$ cat src/rtl/abz_pkg.sv
package abz_pkg;

    // Clocking and ABZ update rate
    localparam int CLK_HZ = 10_000_000;
    localparam int UPDATE_HZ = 16_000_000;
    // Update period in core clocks, rounded down, never below one
    localparam int UPD_CYC = (CLK_HZ / UPDATE_HZ < 1) ? 1 : CLK_HZ / UPDATE_HZ;
    localparam int DIV_W = $clog2(UPD_CYC + 1);

    // Register bus geometry
    localparam int ADDR_W = 8;
    localparam int DATA_W = 16;

    // Register offsets
    localparam logic [7:0] REG_PPT_LO = 8'h04;
    localparam logic [7:0] REG_PPT_HI = 8'h05;
    localparam logic [7:0] REG_EDGE_POS = 8'h20;
    localparam logic [7:0] REG_ANGLE = 8'h21;

    // Field layout
    localparam int PPT_LO_LSB = 6;
    localparam int PPT_LO_MSB = 7;
    localparam int PPT_HI_LSB = 0;
    localparam int PPT_HI_MSB = 7;
    localparam int SHAPE_LSB = 8;
    localparam int SHAPE_MSB = 11;

    // Widths and reset values
    localparam int ANGLE_W = 14;
    localparam int PPT_W = 10;
    localparam int SHAPE_W = 4;
    localparam int EDGE_W = 12;
    localparam int EDGES_W = 13;
    localparam int FINE_W = 28;
    localparam logic [PPT_W-1:0] PPT_RESET = 10'h3FF;
    localparam logic [SHAPE_W-1:0] SHAPE_RESET = 4'h0;

    // Half an edge cell in fine units, and hysteresis in angle LSBs
    localparam logic [FINE_W-1:0] HALF_CELL = 28'h0002000;
    localparam int HYS_LSB = 2;

    // PWM padding: one pad of 1/514 period each side of the angle span
    localparam int PWM_PAD = 32;

endpackage

$ cat src/rtl/abz_pwm_gen.sv
`timescale 1ns/1ps
module abz_pwm_gen #(
    parameter int ANGLE_W = 14,
    parameter int PAD = 32
) (
    // Clock and reset
    input wire logic core_clk,
    input wire logic rst,
    // Angle in and PWM out
    input wire logic [ANGLE_W-1:0] angle,
    output logic pwm_out
);

    localparam int PER = (1 << ANGLE_W) + 2 * PAD;
    localparam int CNT_W = $clog2(PER);
    localparam logic [CNT_W-1:0] LAST = CNT_W'(PER - 1);
    localparam logic [CNT_W-1:0] PAD_C = CNT_W'(PAD);
    localparam logic [CNT_W-1:0] DUTY_RESET = CNT_W'(PAD);

    typedef struct packed {
        logic [CNT_W-1:0] cnt;
        logic [CNT_W-1:0] duty;
        logic out;
    } abz_pwm_s;

    abz_pwm_s st_q;
    abz_pwm_s st_d;

    always_comb begin
        st_d = st_q;
        if (st_q.cnt == LAST) begin
            st_d.cnt = '0;
            // Angle is latched once per period so the duty never tears mid-period
            st_d.duty = CNT_W'(angle) + PAD_C; // [RULE10] [RULE11]
        end else begin
            st_d.cnt = st_q.cnt + 1'b1;
        end
        st_d.out = st_d.cnt < st_d.duty;
    end

    always_ff @(posedge core_clk or posedge rst) begin
        if (rst) begin
            st_q <= '{cnt: LAST, duty: DUTY_RESET, out: 1'b0};
        end else begin
            st_q <= st_d;
        end
    end

    assign pwm_out = st_q.out;

    // High-time counter for checking only
    logic [CNT_W-1:0] hi_len_q;
    always_ff @(posedge core_clk or posedge rst) begin
        if (rst) begin
            hi_len_q <= '0;
        end else if (st_q.out) begin
            hi_len_q <= hi_len_q + 1'b1;
        end else begin
            hi_len_q <= '0;
        end
    end
endmodule // abz_pwm_gen

$ cat src/rtl/abz_encoder_top.sv
// Overview of operation
// RULE1 - Pulses per turn equal setting plus one
// RULE2 - Setting split: low bits 7:6, next register
// RULE3 - Index asserted once per turn at zero
// RULE4 - Index shape from 4-bit field, offset five
// RULE5 - Default shape: index rises with B falling
// RULE6 - Default index lasts half an A pulse
// RULE7 - Hysteresis suppresses noise-driven quadrature toggling
// RULE8 - Quadrature state recomputed at fixed update rate
// RULE9 - Edges never closer than one update period
// RULE10 - PWM duty bounded 1/514 to 513/514
// RULE11 - PWM duty resolves angle in 14 bits
// RULE12 - Receiver measures high and low time
// RULE13 - B shifted a quarter period from A
// RULE14 - Pulse setting resets to 1023
// RULE15 - Gray sequence, one channel changes per update; a resync after a lowered setting can change A and B together
`timescale 1ns/1ps
module abz_encoder_top #(
    parameter int HYS_LSB = abz_pkg::HYS_LSB
) (
    // Clock and reset
    input wire logic core_clk,
    input wire logic rst,
    // Absolute angle from the sensing core, same clock
    input wire logic [abz_pkg::ANGLE_W-1:0] angle_in,
    // Register port
    input wire logic [abz_pkg::ADDR_W-1:0] addr,
    input wire logic [abz_pkg::DATA_W-1:0] wdata,
    input wire logic wr_en,
    input wire logic rd_en,
    output logic [abz_pkg::DATA_W-1:0] rdata,
    // Encoder and PWM outputs
    output logic quad_a,
    output logic quad_b,
    output logic quad_index,
    output logic pwm_out
);

    localparam int EW = abz_pkg::EDGE_W;
    localparam int FW = abz_pkg::FINE_W;
    localparam int NW = abz_pkg::EDGES_W;
    localparam int AW = abz_pkg::ANGLE_W;
    localparam logic [abz_pkg::DIV_W-1:0] DIV_LAST = abz_pkg::DIV_W'(abz_pkg::UPD_CYC - 1);
    localparam logic [FW-1:0] HYS_C = FW'(HYS_LSB);

    typedef struct packed {
        logic [abz_pkg::PPT_W-1:0] pulses_per_turn_setting;
        logic [abz_pkg::SHAPE_W-1:0] shape;
        logic [EW-1:0] cnt;
        logic [abz_pkg::DIV_W-1:0] div;
        logic qa;
        logic qb;
        logic qz;
        logic [abz_pkg::DATA_W-1:0] rdata;
    } abz_state_s;

    abz_state_s st_q;
    abz_state_s st_d;

    // Position arithmetic; scaled, total, cur, diff and thr in fine units of 1/2^14 edge cell
    logic [NW-1:0] edges;
    logic [FW-1:0] scaled;
    logic [FW-1:0] total;
    logic [FW-1:0] cur;
    logic signed [FW-1:0] diff;
    logic signed [FW-1:0] thr;
    logic [EW-1:0] target;
    logic tick;
    logic step_up;
    logic step_dn;
    logic resync;
    logic [EW-1:0] z_start;
    logic [EW-1:0] z_len;

    always_comb begin
        // Four edges per pulse, pulses = setting + 1
        edges = NW'({3'h0, st_q.pulses_per_turn_setting} + 13'h0001) << 2; // [RULE1]
        scaled = FW'(angle_in) * FW'(edges);
        total = FW'(edges) << AW;
        cur = (FW'(st_q.cnt) << AW) + abz_pkg::HALF_CELL;
        target = EW'(scaled >> AW);
        diff = $signed(scaled) - $signed(cur);
        // Take the short way round the circle
        if (diff >= $signed(total >> 1)) begin
            diff = diff - $signed(total);
        end else if (diff < -$signed(total >> 1)) begin
            diff = diff + $signed(total);
        end
        // Leave the current cell only past its edge plus a noise band
        thr = $signed(abz_pkg::HALF_CELL + HYS_C * FW'(edges)); // [RULE7]
        step_up = diff >= thr;
        step_dn = diff <= -thr;
        // A lowered setting can leave the count outside the new range
        resync = {1'b0, st_q.cnt} >= edges;
        tick = st_q.div == DIV_LAST; // [RULE8]
    end

    always_comb begin
        // Index start cell and length in edge cells
        z_start = EW'(st_q.shape[1:0]); // [RULE4]
        case (st_q.shape[3:2])
            2'b00: z_len = 12'h002; // [RULE6]
            2'b01: z_len = 12'h001;
            2'b10: z_len = 12'h003;
            2'b11: z_len = 12'h004;
            default: z_len = 12'h002;
        endcase
    end

    always_comb begin
        st_d = st_q;
        st_d.div = tick ? '0 : st_q.div + 1'b1;

        // Register writes
        if (wr_en) begin
            case (addr)
                abz_pkg::REG_PPT_LO: begin
                    st_d.pulses_per_turn_setting[1:0] = wdata[abz_pkg::PPT_LO_MSB:abz_pkg::PPT_LO_LSB]; // [RULE2]
                end
                abz_pkg::REG_PPT_HI: begin
                    st_d.pulses_per_turn_setting[9:2] = wdata[abz_pkg::PPT_HI_MSB:abz_pkg::PPT_HI_LSB]; // [RULE2]
                    st_d.shape = wdata[abz_pkg::SHAPE_MSB:abz_pkg::SHAPE_LSB]; // [RULE4]
                end
                default: begin
                end
            endcase
        end

        // Register reads answer in the next cycle only
        st_d.rdata = '0;
        if (rd_en) begin
            case (addr)
                abz_pkg::REG_PPT_LO: st_d.rdata = 16'(st_q.pulses_per_turn_setting[1:0]) << abz_pkg::PPT_LO_LSB;
                abz_pkg::REG_PPT_HI: st_d.rdata = {4'h0, st_q.shape, st_q.pulses_per_turn_setting[9:2]};
                abz_pkg::REG_EDGE_POS: st_d.rdata = 16'(st_q.cnt);
                abz_pkg::REG_ANGLE: st_d.rdata = 16'(angle_in);
                default: st_d.rdata = '0;
            endcase
        end

        // One edge step per update at most except on a resync, so one channel moves per update
        if (resync) begin
            st_d.cnt = target;
        end else if (tick && step_up) begin
            st_d.cnt = ({1'b0, st_q.cnt} == edges - 1'b1) ? '0 : st_q.cnt + 1'b1; // [RULE15] [RULE9]
        end else if (tick && step_dn) begin
            st_d.cnt = (st_q.cnt == '0) ? EW'(edges - 1'b1) : st_q.cnt - 1'b1; // [RULE15] [RULE9]
        end

        // Gray code: A = c0^c1, B = c1, so B trails A by a quarter pulse
        st_d.qa = st_d.cnt[0] ^ st_d.cnt[1]; // [RULE13]
        st_d.qb = st_d.cnt[1]; // [RULE13]
        // Cells near zero occur once per turn; default window opens as B falls
        st_d.qz = (st_d.cnt >= z_start) && (st_d.cnt < z_start + z_len); // [RULE3] [RULE5]
    end

    always_ff @(posedge core_clk or posedge rst) begin
        if (rst) begin
            st_q <= '{pulses_per_turn_setting: abz_pkg::PPT_RESET, shape: abz_pkg::SHAPE_RESET, cnt: '0, div: '0,
                      qa: 1'b0, qb: 1'b0, qz: 1'b0, rdata: '0}; // [RULE14]
        end else begin
            st_q <= st_d;
        end
    end

    assign quad_a = st_q.qa;
    assign quad_b = st_q.qb;
    assign quad_index = st_q.qz;
    assign rdata = st_q.rdata;

    // Receiver recovers angle from duty ratio, not absolute period
    abz_pwm_gen #(
        .ANGLE_W(abz_pkg::ANGLE_W),
        .PAD(abz_pkg::PWM_PAD)
    ) u_pwm (
        .core_clk(core_clk),
        .rst(rst),
        .angle(angle_in),
        .pwm_out(pwm_out)
    ); // [RULE10] [RULE11] [RULE12]

    // Checking helper: set once any pulse-count write has happened
    logic seen_wr_q;
    always_ff @(posedge core_clk or posedge rst) begin
        if (rst) begin
            seen_wr_q <= 1'b0;
        end else if (wr_en && (addr == abz_pkg::REG_PPT_LO || addr == abz_pkg::REG_PPT_HI)) begin
            seen_wr_q <= 1'b1;
        end
    end
endmodule // abz_encoder_top

$ cat config.mk
export PLATFORM = sky130hd
export DESIGN_NAME = abz_encoder_top
export DESIGN_NICKNAME = d
export VERILOG_FILES = /design/src/rtl/abz_pkg.sv /design/src/rtl/abz_pwm_gen.sv /design/src/rtl/abz_encoder_top.sv
export SDC_FILE = /design/constraint.sdc
export NUM_CORES = 1
export LEC_CHECK = 0
export ABC_AREA = 1
export BUFFER_PORTS_ARGS = -buffer_cell sky130_fd_sc_hd__clkbuf_2
export CELL_PAD_IN_SITES_DETAIL_PLACEMENT = 0
export CELL_PAD_IN_SITES_GLOBAL_PLACEMENT = 1
export CORE_MARGIN = 3
export CORE_UTILIZATION = 37
export DETAILED_ROUTE_END_ITERATION = 12
export PLACE_DENSITY = 0.77
export SETUP_SLACK_MARGIN = 0.1
export SLEW_MARGIN = 20
export SYNTH_ARGS = -nofsm -noshare
export SYNTH_HDL_FRONTEND = slang
export SYNTH_HIERARCHICAL = 1
export SYNTH_SLANG_ARGS = --single-unit
export TNS_END_PERCENT = 5
$ cat constraint.sdc
create_clock -name core_clk -period 15.12 [get_ports core_clk]
set_input_delay 2.268 -clock core_clk [delete_from_list [all_inputs] [get_ports core_clk]]
set_output_delay 2.268 -clock core_clk [all_outputs]
set_load 0.03 [all_outputs]
==> impl_metrics.json <==
{
  "postSynthAreaPerCell_sq_um": 7.01,
  "crit_path_top_delay_cell": "fa_1",
  "ys_warn_count": 6,
  "cp-start-kind": "input port",
  "routedWlPerCell_um": 17.2,
  "min_path_type": "reg2reg",
  "setup_violations": 0,
  "clock_latency_ns": 0.34,
  "totalWireLength_mm": 46.6,
  "skew_ns": 0.00878,
  "initialDrtViolationCount": 985,
  "drtPass1Iterations": 5,
  "antenna_cells": 0,
  "postSynth.asyncResetShare_pct": 100,
  "ys.flop_type": "dfrtp_1",
  "ys_seq_elements": 73,
  "grt_pass1_wl_mm": 74.1,
  "crit_fanout": 15,
  "overflow": 0,
  "fin_setup_tns_ns": 0,
  "cpPeakStageDelay_ns": 0.55,
  "slew_headroom_pct": 47.2,
  "setup_slack_ns": 1.04,
  "dieArea_sq_um": 43000,
  "pre_cts_ws_ns": 0.756,
  "synth_cell_type_count": 62,
  "clockBufferDepth": 2,
  "worst_pin_slew_ns": 0.789,
  "fin_crit_sh_pct": 93.1,
  "cts_root_buffer": "clkbuf_16",
  "core-area_sq_um": 39900,
  "end_kind": "register",
  "critPathTopFamily": "adder cells",
  "via_count": 13700,
  "viasPerCell": 5.06,
  "grt_max_degree": 43,
  "syn2layout_area_growth_pct": 7.97,
  "path_common_cell": "nand2_1",
  "cts_max_level": 3,
  "drc": 0,
  "hold_violations": 0,
  "worst-path-buf-inv": 13,
  "fin_crit_ns": 14.08,
  "cts_hold_buf": 0,
  "nFillCells": 4190,
  "syn_area_sq_um": 15000,
  "grt_pass1_vias": 13600,
  "rsz0062_at_grt": "false",
  "crit_required_ns": 15.34,
  "globalRouteTotalUtil_pct": 21.5,
  "dieHeight_um": 207,
  "port_buffers": 55,
  "maxCapViolCount": 0,
  "ys_seq_area_share_pct": 12.3,
  "place_congestion": 0.918,
  "ys_top_cells_by_area": "ha_1 (18%), fa_1 (15%), nand2_1 (11%), inv_1 (11%), dfrtp_1 (9.2%)",
  "row_count": 73,
  "synth_top_area_share_pct": 17.8,
  "clock-sinks": 73,
  "ant_nets": 0,
  "initial_core_util_pct": 37.6,
  "fin_nets": 2549,
  "cts.clk_slew.worst_paths_ns": 0.06,
  "netlist_instances": 2139,
  "layout-drive-gt1-share_pct": 10.1,
  "io_pins": 62,
  "fmax_ghz": 0.0710,
  "synth_largest_area_cell": "ha_1",
  "cts_buffers": 9,
  "synth_edf_count": 0,
  "cts_tree": "done",
  "die_w_um": 207,
  "cp.arrival_ns": 14.30,
  "status": "finished, final reports clean",
  "finalMaxSlewViolations": 0,
  "antenna_found_initial": 0,
  "crit_type": "in2reg",
  "dp_hpwl_mm": 37.8
}
## flip-flops by register name, indices dropped and copies added (netlist names)
register	cells
rdata	14
u_pwm/pwm_out	1
quad_index	1
st_q	26
quad_a	1
u_pwm/st_q	30
## area by class of cell
type                    instances  area (sq um)  area share [%]
repair buffers                 81           470            2.90
inverters                     456          1720            10.6
well taps                     525           657            4.05
flip-flops and latches         73          1850            11.4
clock inverters                 4          98.8           0.610
clock buffers                  12           256            1.58
multi-input cells            1562         11100            68.8
## repair_timing
| action | in CTS | in global routing |
|---|---|---|
| setup buffers | 0 | 0 |
| gates resized for setup | 0 | 1 |
| setup endpoints to repair | 0 | 1 |
## metrics by stage
step / util, % / area [sq um] / hold slack (ns) / cells
2_1_floorplan: - / 15000 / 0.445 / 2146
3_3_place_gp: 39.7 / 15800 / 0.459 / 2697
5_1_grt: 40.6 / 16200 / 0.503 / 2713
4_1_cts: 40.6 / 16200 / 0.483 / 2713
3_5_place_dp: 39.7 / 15800 / 0.468 / 2697
6_report: 40.6 / 16200 / 0.486 / 2713
## synthesized netlist by cell type, types with 18 or more instances
library cell  number
dfstp_2           18
nand4_1           29
dfrtp_1           55
o21ai_0           54
buf_4             19
nand2_2           19
xor2_1            63
a21oi_1          108
clkbuf_1          24
fa_1             110
nor2_1           218
nand2_1          441
nand3_1           98
ha_1             214
nor3_1            21
inv_1            433
## path summary, 6_finish.rpt
kind	start	end	slack, ns	cells after the start
setup reg to reg	st_q[38]	quad_index	1.76	80
min in group asynchronous	rst	u_pwm/st_q[12]	2.04	3
max in group asynchronous	rst	st_q[38]	12.65	3
hold / removal	u_pwm/st_q[3]	u_pwm/st_q[3]	0.49	2
hold reg to reg	u_pwm/st_q[3]	u_pwm/st_q[3]	0.49	2
setup / recovery	angle_in[3]	quad_index	1.04	75
## cell families after synthesis
kind of cell | synth area share [%]
flip-flops | 12.3
AO/OA/AOI/OAI | 9.92
buffers and inverters | 13.6
multiplexers | 0.0751
other | 0.0250
adder cells (fa/ha/maj) | 32.5
AND/OR/NAND/NOR | 27.0
XOR/XNOR | 4.50
## cell usage in the layout, fill, tap and decap left out, types with 6 or more instances in the layout
master,instances
inv_1,432
dfstp_2,18
xnor2_1,14
a21oi_1,108
conb_1,8
nand3b_1,8
ha_1,214
nor3_1,21
o21ai_0,54
clkbuf_16,9
dfrtp_1,55
clkbuf_2,55
nand2_2,19
a21o_1,6
nor2_2,13
o21ai_1,16
nand2_4,9
a211oi_1,6
clkinv_1,6
o21bai_1,11
nand3_2,14
inv_2,15
o22ai_1,12
buf_4,26
xor2_1,62
fa_1,110
nand3_1,98
nand2_1,441
nand4_1,29
nor4_1,6
nor2_1,218
## routing by layer
metal,vias to the layer above,track usage (%),routed length (um)
met2,393,34.4,20600
met4,0,6.11,1240
met5,-,0,0
met1,6484,30.7,22000
met3,62,2.28,2830
li1,6791,-,-
## tightest hold or removal path: stages, from the launching register on
cell	delay, ns
dfrtp_1	0.32
nand2_1	0.05
nand2_1	0.08
Power is not shown: default switching activity piles up to over one toggle a cycle in this logic, so the estimate is an artifact.
